## src/shared/cidc_pkg.sv

```systemverilog
// Shared constants and types for the converter control block.
// Assumes one 100 MHz system clock; all control bits arrive as plain ports.
package cidc_pkg;

  // ----------------------------------------------------------------
  // Widths
  // ----------------------------------------------------------------
  localparam int unsigned SAMPLE_W = 16;
  localparam int unsigned ADDR_W = 32;
  localparam int unsigned SIZE_W = 16;
  localparam int unsigned FLAG_W = 5;
  localparam int unsigned FIFO_DEPTH = 16;

  // ----------------------------------------------------------------
  // Event flag positions
  // ----------------------------------------------------------------
  localparam int unsigned FLAG_OVERFLOW = 0;
  localparam int unsigned FLAG_SATURATION = 1;
  localparam int unsigned FLAG_BUFFER_FULL = 2;
  localparam int unsigned FLAG_BUFFER_HALF = 3;
  localparam int unsigned FLAG_DATA_READY = 4;

  // ----------------------------------------------------------------
  // Reset values
  // ----------------------------------------------------------------
  localparam logic [15:0] GAIN_RESET = 16'h8000;   // Unity gain
  localparam logic [15:0] OFFSET_RESET = 16'h0000;
  localparam int unsigned GAIN_SHIFT = 15;         // Gain step is 1/32768

  // ----------------------------------------------------------------
  // Timing
  // ----------------------------------------------------------------
  localparam int unsigned CLK_PERIOD_NS = 10;
  localparam int unsigned STARTUP_NS = 21000;
  localparam int unsigned STARTUP_CYC =
    (STARTUP_NS + CLK_PERIOD_NS - 1) / CLK_PERIOD_NS;
  localparam int unsigned STARTUP_CNT_W = 12;

  // ----------------------------------------------------------------
  // Converter sequencing states
  // ----------------------------------------------------------------
  typedef enum logic [3:0] {
    CIDC_ST_IDLE = 4'h1,
    CIDC_ST_STARTUP = 4'h2,
    CIDC_ST_DISCARD = 4'h4,
    CIDC_ST_RUN = 4'h8
  } cidc_state_t;

endpackage : cidc_pkg

```

## src/rtl/cidc_top.sv

```systemverilog
// Converter control: startup sequencing, result correction, event flags,
// interrupt gating, and a buffer writer fed through a small FIFO.
// Assumes the converter macro and the memory port share sys_clk_in.
`timescale 1ns/1ps
`default_nettype none

// ------------------------------------------------------------------
// Result FIFO
// ------------------------------------------------------------------
module cidc_fifo #(
  parameter int unsigned WIDTH = 16,
  parameter int unsigned DEPTH = 16
) (
  // Clock and reset
  input wire logic clk_in,
  input wire logic rst_n_in,
  input wire logic flush_in,
  // Fill side
  input wire logic in_valid_in,
  output logic in_ready_out,
  input wire logic [WIDTH-1:0] in_data_in,
  // Drain side
  output logic out_valid_out,
  input wire logic out_ready_in,
  output logic [WIDTH-1:0] out_data_out
);
  localparam int unsigned PW = $clog2(DEPTH);

  logic [WIDTH-1:0] mem_q [DEPTH];
  logic [PW-1:0] wr_ptr_q;
  logic [PW-1:0] rd_ptr_q;
  logic [PW:0] count_q;
  logic push;
  logic pop;

  // Full and empty come straight from the occupancy count
  assign in_ready_out = (count_q != DEPTH[PW:0]);
  assign out_valid_out = (count_q != '0);
  assign out_data_out = mem_q[rd_ptr_q];
  assign push = in_valid_in && in_ready_out;
  assign pop = out_valid_out && out_ready_in;

  // Storage has no reset; only pointers and count need a defined value
  always_ff @(posedge clk_in) begin
    if (push) begin
      mem_q[wr_ptr_q] <= in_data_in;
    end
  end

  // Pointers and count; flush drops everything held
  always_ff @(posedge clk_in or negedge rst_n_in) begin
    if (!rst_n_in) begin
      wr_ptr_q <= '0;
      rd_ptr_q <= '0;
      count_q <= '0;
    end else if (flush_in) begin
      wr_ptr_q <= '0;
      rd_ptr_q <= '0;
      count_q <= '0;
    end else begin
      if (push) begin
        wr_ptr_q <= wr_ptr_q + 1'b1;
      end
      if (pop) begin
        rd_ptr_q <= rd_ptr_q + 1'b1;
      end
      if (push && !pop) begin
        count_q <= count_q + 1'b1;
      end else if (pop && !push) begin
        count_q <= count_q - 1'b1;
      end
    end
  end

endmodule : cidc_fifo

// Functional notes
// - One interrupt line, enabled by a set strobe, disabled by a clear strobe.
// - Overflow flag sets when a result is ready while the buffer writer is off.
// - Saturation flag sets when the gain product leaves the signed 16-bit range.
// - Buffer-full flag sets on a write to the last buffer location.
// - Buffer-half flag sets on a write to the last first-half location.
// - Data-ready flag sets when a new result lands in the data register.
// - Writing one clears a flag; writing zero leaves it alone.
// - Interrupt asserts only for set flags whose mask bit is one.
// - While enabled, conversions run back to back until disabled.
// - A fresh enable waits a 21 us hardware startup delay first.
// - First conversion after enable or configuration write is discarded.
// - A system clock source switch also discards the next conversion.
// - Fresh enable latency is startup delay plus two sample times.
// - A configuration write does not stop the buffer writer.
// - Sample timing does not depend on which oscillator clocks the system.
// - Buffer is begin address plus size in samples; reset bit reinitializes.
// - Wrap plus start together run the writer, returning to buffer start.
// - Results are 16-bit two's complement in register and buffer.
// - Gain is unsigned 16-bit in 1/32768 steps, default 32768.
// - Offset is a signed 16-bit value added to the result.
module cidc_top (
  // Clock and reset
  input wire logic sys_clk_in,
  input wire logic rst_n_in,
  // Converter configuration
  input wire logic adc_enable_in,
  input wire logic cfg_write_in,
  input wire logic clk_switch_in,
  input wire logic gain_write_in,
  input wire logic [15:0] gain_value_in,
  input wire logic offset_write_in,
  input wire logic [15:0] offset_value_in,
  // Analog converter
  input wire logic conv_done_in,
  input wire logic [15:0] conv_data_in,
  output logic conv_run_out,
  output logic conv_restart_out,
  // Result register
  output logic [15:0] result_data_out,
  // Event flags and interrupt
  input wire logic [4:0] event_flag_clear_in,
  input wire logic [4:0] event_mask_in,
  input wire logic irq_set_enable_in,
  input wire logic irq_clear_enable_in,
  output logic [4:0] event_flag_out,
  output logic irq_out,
  // Buffer writer configuration
  input wire logic dma_reset_in,
  input wire logic dma_start_in,
  input wire logic dma_wrap_mode_in,
  input wire logic [31:0] dma_begin_addr_in,
  input wire logic [15:0] dma_buffer_size_in,
  output logic dma_active_out,
  // Memory write port
  output logic dma_wr_valid_out,
  input wire logic dma_wr_ready_in,
  output logic [31:0] dma_wr_addr_out,
  output logic [15:0] dma_wr_data_out
);

  // ----------------------------------------------------------------
  // Helpers
  // ----------------------------------------------------------------
  // True when an 18-bit value does not fit a signed 16-bit result
  function automatic logic out_of_range(input logic [17:0] v);
    out_of_range = !((v[17:15] == 3'b000) || (v[17:15] == 3'b111));
  endfunction : out_of_range

  // Clamp an 18-bit value into the signed 16-bit range
  function automatic logic [15:0] clamp16(input logic [17:0] v);
    if (!out_of_range(v)) begin
      clamp16 = v[15:0];
    end else if (v[17]) begin
      clamp16 = 16'h8000;
    end else begin
      clamp16 = 16'h7FFF;
    end
  endfunction : clamp16

  // ----------------------------------------------------------------
  // Declarations
  // ----------------------------------------------------------------
  cidc_pkg::cidc_state_t state_q;
  logic [cidc_pkg::STARTUP_CNT_W-1:0] startup_cnt_q;
  logic restart_q;
  logic [15:0] gain_q;
  logic [15:0] offset_q;
  logic [15:0] result_q;
  logic [4:0] flag_q;
  logic [4:0] flag_set;
  logic irq_en_q;
  logic irq_q;
  logic dma_active_q;
  logic [15:0] dma_idx_q;
  logic conv_keep;
  logic signed [32:0] product;
  logic [32:0] scaled;
  logic [17:0] sum;
  logic prod_sat;
  logic [15:0] prod_clamped;
  logic sum_sat;
  logic [15:0] corrected;
  logic fifo_in_ready;
  logic fifo_out_valid;
  logic [15:0] fifo_out_data;
  logic wr_done;
  logic at_last;
  logic at_half;

  // ----------------------------------------------------------------
  // Converter sequencing
  // ----------------------------------------------------------------
  // Sequencing counts system clocks at a fixed rate, so the startup
  // delay is the same whichever oscillator feeds the clock tree
  always_ff @(posedge sys_clk_in or negedge rst_n_in) begin
    if (!rst_n_in) begin
      state_q <= cidc_pkg::CIDC_ST_IDLE;
      startup_cnt_q <= '0;
      restart_q <= 1'b0;
    end else begin
      restart_q <= 1'b0;
      case (state_q)
        cidc_pkg::CIDC_ST_IDLE: begin
          if (adc_enable_in) begin
            state_q <= cidc_pkg::CIDC_ST_STARTUP;
            startup_cnt_q <= '0;
          end
        end
        cidc_pkg::CIDC_ST_STARTUP: begin
          if (!adc_enable_in) begin
            state_q <= cidc_pkg::CIDC_ST_IDLE;
          end else if (startup_cnt_q ==
              cidc_pkg::STARTUP_CNT_W'(cidc_pkg::STARTUP_CYC - 1)) begin
            state_q <= cidc_pkg::CIDC_ST_DISCARD;
            restart_q <= 1'b1;
          end else begin
            startup_cnt_q <= startup_cnt_q + 1'b1;
          end
        end
        cidc_pkg::CIDC_ST_DISCARD: begin
          if (!adc_enable_in) begin
            state_q <= cidc_pkg::CIDC_ST_IDLE;
          end else if (cfg_write_in || clk_switch_in) begin
            restart_q <= 1'b1;
          end else if (conv_done_in) begin
            state_q <= cidc_pkg::CIDC_ST_RUN;
          end
        end
        cidc_pkg::CIDC_ST_RUN: begin
          if (!adc_enable_in) begin
            state_q <= cidc_pkg::CIDC_ST_IDLE;
          end else if (cfg_write_in || clk_switch_in) begin
            state_q <= cidc_pkg::CIDC_ST_DISCARD;
            restart_q <= 1'b1;
          end
        end
        default: begin
          state_q <= cidc_pkg::CIDC_ST_IDLE;
        end
      endcase
    end
  end

  // Converter runs continuously in discard and run states
  assign conv_run_out = (state_q == cidc_pkg::CIDC_ST_DISCARD) ||
                        (state_q == cidc_pkg::CIDC_ST_RUN);
  assign conv_restart_out = restart_q;
  // A result arriving with a configuration change is from the old setup
  assign conv_keep = conv_done_in &&
                     (state_q == cidc_pkg::CIDC_ST_RUN) &&
                     !cfg_write_in && !clk_switch_in;

  // ----------------------------------------------------------------
  // Correction
  // ----------------------------------------------------------------
  // Gain and offset registers
  always_ff @(posedge sys_clk_in or negedge rst_n_in) begin
    if (!rst_n_in) begin
      gain_q <= cidc_pkg::GAIN_RESET;
      offset_q <= cidc_pkg::OFFSET_RESET;
    end else begin
      if (gain_write_in) begin
        gain_q <= gain_value_in;
      end
      if (offset_write_in) begin
        offset_q <= offset_value_in;
      end
    end
  end

  // Gain is zero-extended so a factor near two stays positive
  assign product = $signed(conv_data_in) * $signed({1'b0, gain_q});
  assign scaled = product >>> cidc_pkg::GAIN_SHIFT;
  assign prod_sat = out_of_range(scaled[17:0]);
  // Offset applies to the clamped product, as calibration expects
  assign prod_clamped = clamp16(scaled[17:0]);
  assign sum = {{2{prod_clamped[15]}}, prod_clamped} +
               {{2{offset_q[15]}}, offset_q};
  assign sum_sat = out_of_range(sum);
  assign corrected = clamp16(sum);

  // Result data register
  always_ff @(posedge sys_clk_in or negedge rst_n_in) begin
    if (!rst_n_in) begin
      result_q <= '0;
    end else if (conv_keep) begin
      result_q <= corrected;
    end
  end

  assign result_data_out = result_q;

  // ----------------------------------------------------------------
  // Buffer writer
  // ----------------------------------------------------------------
  assign wr_done = fifo_out_valid && dma_wr_ready_in;
  // A size of zero is treated like one so the index cannot run away
  assign at_last = (dma_buffer_size_in == '0) ||
                   (dma_idx_q == dma_buffer_size_in - 16'h0001);
  assign at_half = (dma_buffer_size_in > 16'h0001) &&
                   (dma_idx_q == (dma_buffer_size_in >> 1) - 16'h0001);

  // Writer state; configuration writes do not touch it
  always_ff @(posedge sys_clk_in or negedge rst_n_in) begin
    if (!rst_n_in) begin
      dma_active_q <= 1'b0;
      dma_idx_q <= '0;
    end else if (dma_reset_in) begin
      dma_active_q <= 1'b0;
      dma_idx_q <= '0;
    end else begin
      if (dma_start_in && dma_wrap_mode_in) begin
        dma_active_q <= 1'b1;
      end
      if (wr_done) begin
        if (at_last) begin
          dma_idx_q <= '0;
        end else begin
          dma_idx_q <= dma_idx_q + 16'h0001;
        end
      end
    end
  end

  assign dma_active_out = dma_active_q;

  // Results queue here so a slow memory port does not drop samples
  cidc_fifo #(
    .WIDTH(cidc_pkg::SAMPLE_W),
    .DEPTH(cidc_pkg::FIFO_DEPTH)
  ) u_fifo (
    .clk_in(sys_clk_in),
    .rst_n_in(rst_n_in),
    .flush_in(dma_reset_in),
    .in_valid_in(conv_keep && dma_active_q),
    .in_ready_out(fifo_in_ready),
    .in_data_in(corrected),
    .out_valid_out(fifo_out_valid),
    .out_ready_in(dma_wr_ready_in),
    .out_data_out(fifo_out_data)
  );

  // Half-word addressing; bit zero is forced low for alignment
  assign dma_wr_valid_out = fifo_out_valid;
  assign dma_wr_addr_out = {dma_begin_addr_in[31:1], 1'b0} +
                           {15'h0000, dma_idx_q, 1'b0};
  assign dma_wr_data_out = fifo_out_data;

  // ----------------------------------------------------------------
  // Event flags and interrupt
  // ----------------------------------------------------------------
  // A result with nowhere to go, writer off or queue full, is overflow
  always_comb begin
    flag_set = '0;
    flag_set[cidc_pkg::FLAG_OVERFLOW] =
      conv_keep && (!dma_active_q || !fifo_in_ready);
    flag_set[cidc_pkg::FLAG_SATURATION] =
      conv_keep && (prod_sat || sum_sat);
    flag_set[cidc_pkg::FLAG_BUFFER_FULL] = wr_done && at_last;
    flag_set[cidc_pkg::FLAG_BUFFER_HALF] = wr_done && at_half;
    flag_set[cidc_pkg::FLAG_DATA_READY] = conv_keep;
  end

  // Sticky flags; a set in the clearing cycle wins over the clear
  always_ff @(posedge sys_clk_in or negedge rst_n_in) begin
    if (!rst_n_in) begin
      flag_q <= '0;
    end else begin
      flag_q <= (flag_q & ~event_flag_clear_in) | flag_set;
    end
  end

  assign event_flag_out = flag_q;

  // Top-level enable; set strobe wins if both arrive together
  always_ff @(posedge sys_clk_in or negedge rst_n_in) begin
    if (!rst_n_in) begin
      irq_en_q <= 1'b0;
    end else if (irq_set_enable_in) begin
      irq_en_q <= 1'b1;
    end else if (irq_clear_enable_in) begin
      irq_en_q <= 1'b0;
    end
  end

  // Masked flags stay set but do not reach the line
  always_ff @(posedge sys_clk_in or negedge rst_n_in) begin
    if (!rst_n_in) begin
      irq_q <= 1'b0;
    end else begin
      irq_q <= irq_en_q && |(flag_q & event_mask_in);
    end
  end

  assign irq_out = irq_q;

endmodule : cidc_top
`default_nettype wire

```

## config.mk

```make
export PLATFORM = sky130hd
export DESIGN_NAME = cidc_top
export DESIGN_NICKNAME = d
export VERILOG_FILES = /design/src/shared/cidc_pkg.sv /design/src/rtl/cidc_top.sv
export SDC_FILE = /design/constraint.sdc
export NUM_CORES = 1
export LEC_CHECK = 0
export BUFFER_PORTS_ARGS = -buffer_cell sky130_fd_sc_hd__buf_2
export CORE_ASPECT_RATIO = 1.5
export CORE_MARGIN = 2
export CORE_UTILIZATION = 30
export CTS_CLUSTER_DIAMETER = 60
export CTS_CLUSTER_SIZE = 12
export DETAILED_ROUTE_END_ITERATION = 6
export MAX_ROUTING_LAYER = met4
export PLACE_DENSITY = 0.48
export SYNTH_ARGS = -nofsm -noshare
export SYNTH_HDL_FRONTEND = slang
export SYNTH_SLANG_ARGS = --single-unit
export TNS_END_PERCENT = 10
```

## constraint.sdc

```tcl
create_clock -name sys_clk_in -period 12.6 [get_ports sys_clk_in]
set_input_delay 3.15 -clock sys_clk_in [delete_from_list [all_inputs] [get_ports sys_clk_in]]
set_output_delay 3.15 -clock sys_clk_in [all_outputs]
set_load 0.05 [all_outputs]
```

==> results.md <==
- The run finished with clean final reports.
- The number of hold-slack violations in the final timing report is 0.
- In the global route stage, overall resource usage came out at 16.04%.
- The number of antenna diodes in the final layout is 0.
- The clock reaches the later pin of the worst-skew pair after 0.58 ns.
- The number of enable flip-flop cells after synthesis is 256.
- After detailed routing, the total wire length is 68040 µm.
- The fraction of the yosys area taken by sequential cells is 39.73%.
- The top layer reached by signal wires is met4.
- The async set-reset flop share out of synthesis is 28.49%.
- The number of antenna violations at the first check in global routing is 1.
- The I/O pin total is 194.
- The filler cell count in the final layout is 8433.
- The min-delay analysis places its worst path in the category reg2reg.
- The setup TNS is 0 ns.
- From bottom edge to top edge, the die measures 363.0 µm.
- CTS saw 358 sinks.
- From synthesis to final layout, the design area changed by 16.59%.
- Counting along the longest clock path gives a buffer depth of 3.
- The leading cell type by number of instances after synthesis is sky130_fd_sc_hd__inv_1.
- The net count of the mapped netlist is 2678.
- The tool flagged a number of max-cap violations equal to 0.
- The fraction of synthesized cell area taken by the top area cell type is 29.82%.
- Cells fill 35.33% of the core in the end.
- For this run, the number of Yosys warnings is 0.
- The instance count along the most critical hold path is 2.
- The remaining design rule violation count is 0.
- Of the cells placed in the final design, the portion with a size suffix greater than 1 is 20.47%.
- The synthesized design contains 358 register bits.
- The net total in the final layout is 2935.
- By count the netlist is led by 289 x sky130_fd_sc_hd__inv_1, 256 x sky130_fd_sc_hd__edfxtp_1, 196 x sky130_fd_sc_hd__fa_1, 186 x sky130_fd_sc_hd__nand2_1, 166 x sky130_fd_sc_hd__ha_1.
- Yosys mapped the design onto 76 distinct sky130hd cell types.
- For this configuration, the core starts out at a cell density of 30.30%.
- The average cell area after synthesis is 11.74 µm².
- The synthesized netlist occupies a cell area of 25780 µm².
- After synthesis, the cell types taking the most area are sky130_fd_sc_hd__edfxtp_1 30%, sky130_fd_sc_hd__fa_1 15%, sky130_fd_sc_hd__dfrtp_1 9.7%.
- The largest stage delay on the critical path is 0.56 ns.
- The worst setup path is captured at a register.
- For this block, the via count after detailed routing is 17420.
- Using the TritonRoute via totals, the vias-per-cell ratio works out to 4.815.
- The maximum level of the CTS H-tree is 2.
- The clock tree root buffer cell is sky130_fd_sc_hd__clkbuf_16.
- The worst pin sits at a relative slew slack of 31.75%.
- The count of pins over their slew limit was 0.
- In the finished design, the share of the clock period the worst path needs comes to 95.39%.
- The row count is 131.
- Entering global routing, the biggest net connects 58 pins.
- The placeable core region is 85070 µm².
- For this block, the initial DRC count from the detailed router was 758.
- The largest total area in the synthesized netlist belongs to sky130_fd_sc_hd__edfxtp_1.
- The worst setup path is launched from a primary input.
- For the worst setup path, the data arrival time is 12.48 ns.
- For the worst flop-to-flop path, the logic depth is 37.
- The clock skew is 0.02746 ns.
- The leading register cell type out of synthesis is sky130_fd_sc_hd__edfxtp_1.
- The wire length per cell after detailed routing is 18.81 µm.
- The die is 243.3 µm wide.
- The remaining global-route overflow is 0.
- The floorplan step defined a die boundary enclosing 88330 µm².
- The first global-routing pass estimated 106700 µm of wire.
- The total of buffers placed on input and output ports is 191.
- The via count of the first global-routing pass was 18690.
- Setup repair after global routing could not meet its margin everywhere.
- Wire segments on met2 add up to 36500 µm in the final route.
- Of all nets on the critical path, the largest fanout is 17.
- The post-detailed-placement half-perimeter wirelength is 50340 µm.
- The final critical-path required period is 12.02 ns.
- The upper clock frequency limit is 83.20 MHz.
- Data on the critical path is required at its endpoint by 13.07 ns.
- Detailed routing placed a total of 2205 µm of wire on met3.
- The CTS clock-pin slew for the worst setup and hold paths is 0.06 ns.
- Routability-driven placement finished with a final weighted congestion of 0.8581.
- For this run, the detailed router's first-pass iteration total came to 5.
- Once detail routing completed, the nets flagged for antenna violations numbered 0.
- The final number of setup-violating endpoints is 0.
- The master of the slowest instance on the critical path is sky130_fd_sc_hd__fa_1.
- The transition time at the pin with the least slew margin is 1.016 ns.
- Counting the buffers created by CTS gives 42.
- In this design, the critical path's most frequently occurring cell is sky130_fd_sc_hd__fa_1.
- The CTS tree is done.
- After detailed routing, the wire length on met1 is 27970 µm.
- The critical path is of the in2reg type.
- Counting every instance in the synthesized netlist gives 2196.
## metrics by stage
step | cell area [µm²] | hold slack [ns] | setup WS [ns] | instances
floorplan | 25780 | 0.4466 | 0.8095 | 2196
global placement | 28700 | 0.4647 | -0.1055 | 3539
detailed placement | 28700 | 0.4687 | -0.3398 | 3539
CTS | 30040 | 0.4827 | 0.2509 | 3617
global route | 30050 | 0.5101 | -0.02920 | 3617
finish | 30050 | 0.4807 | 0.5808 | 3617
## sequential cells by signal (all words and copies together), names as in the netlist, 4 cells and up
| name | flops |
|---|---|
| gain_q | 16 |
| result_data_out | 16 |
| startup_cnt_q | 12 |
| u_fifo.count_q | 5 |
| u_fifo.mem_q | 256 |
| state_q | 4 |
| u_fifo.rd_ptr_q | 4 |
| offset_q | 16 |
| u_fifo.wr_ptr_q | 4 |
| dma_idx_q | 16 |
| event_flag_out | 5 |
## critical path: cells and delay by family
family / cells / cell delay [ns]
xor+xnor: 1 / 0.31
simple gates: 5 / 0.80
mux: 1 / 0.26
compound gates: 14 / 2.92
fa+ha+maj: 9 / 4.00
buf+inv: 7 / 1.00
## cell families (layout without fill, tap and decap cells)
logic type                 after synthesis  after routing  share of synthesized area (%)
AOI/OAI and AO/OA                      278            278                          6.766
other                                    1              1                        0.01455
xor gates and xnor gates               116            116                          3.970
muxes                                  133            133                          9.266
DFF                                    358            358                          39.73
and+or+nand+nor                        574            574                          11.34
buffers and inverters                  372            663                          5.548
adders and majority gates              364            364                          23.36
## what timing repair did
item | CTS | global route
resized for setup | 0 | 5
endpoints found under the setup margin | 0 | 68
hold buffers | 0 | 0
buffers inserted | 0 | 0
## cells in the final DEF, fill, tap and decap left out, types with 6 or more instances in the layout
cell type,synthesis,layout
sky130_fd_sc_hd__a211oi_1,7,7
sky130_fd_sc_hd__a21boi_0,7,7
sky130_fd_sc_hd__a21o_1,20,20
sky130_fd_sc_hd__a21oi_1,71,67
sky130_fd_sc_hd__a31oi_1,18,18
sky130_fd_sc_hd__and2_1,134,134
sky130_fd_sc_hd__and3_1,23,23
sky130_fd_sc_hd__buf_12,0,6
sky130_fd_sc_hd__buf_2,6,190
sky130_fd_sc_hd__buf_4,3,99
sky130_fd_sc_hd__clkbuf_1,59,20
sky130_fd_sc_hd__clkbuf_16,0,42
sky130_fd_sc_hd__dfrtp_1,100,98
sky130_fd_sc_hd__edfxtp_1,256,256
sky130_fd_sc_hd__fa_1,196,196
sky130_fd_sc_hd__ha_1,166,166
sky130_fd_sc_hd__inv_1,289,289
sky130_fd_sc_hd__mux2_2,45,45
sky130_fd_sc_hd__mux2i_1,8,8
sky130_fd_sc_hd__mux4_2,80,80
sky130_fd_sc_hd__nand2_1,186,186
sky130_fd_sc_hd__nand2b_1,26,26
sky130_fd_sc_hd__nand3_1,25,25
sky130_fd_sc_hd__nand4_1,14,14
sky130_fd_sc_hd__nor2_1,97,94
sky130_fd_sc_hd__nor2b_1,12,12
sky130_fd_sc_hd__nor3_1,12,12
sky130_fd_sc_hd__nor3b_1,6,6
sky130_fd_sc_hd__nor4_1,11,7
sky130_fd_sc_hd__o211ai_1,12,12
sky130_fd_sc_hd__o21a_1,20,20
sky130_fd_sc_hd__o21ai_0,61,61
sky130_fd_sc_hd__o21ai_1,19,19
sky130_fd_sc_hd__o31ai_1,7,6
sky130_fd_sc_hd__or3_1,6,6
sky130_fd_sc_hd__xnor2_1,72,72
sky130_fd_sc_hd__xor2_1,43,43
## final timing paths
kind,startpoint,to,slack (ns)
min,result_data_out[15],result_data_out[15],0.48
max reg2reg,gain_q[7],result_data_out[6],2.54
min reg2reg,result_data_out[15],result_data_out[15],0.48
max in group asynchronous,rst_n_in,u_fifo.rd_ptr_q[0],8.52
max,conv_data_in[2],result_data_out[6],0.58
min in group asynchronous,rst_n_in,startup_cnt_q[10],2.62
## layout make-up
cell class	count	area (µm²)	share of cell area (%)
multi-input cells	1466	14160	47.11
repair buffers	295	1814	6.037
well taps	1130	1414	4.705
inverters	290	1089	3.622
clock inverters	15	191.4	0.6370
clock buffers	63	1140	3.793
flip-flops and latches	358	10250	34.10
## routing by layer
| layer | up-vias | GRT usage (%) |
|---|---|---|
| met1 | 8950 | 18.60 |
| met3 | 89 | 1.764 |
| li1 | 8058 | - |
| met4 | 0 | 3.741 |
| met5 | - | - |
| met2 | 318 | 29.55 |
Power is not shown: default switching activity piles up to over one toggle a cycle in this logic, so the estimate is an artifact.
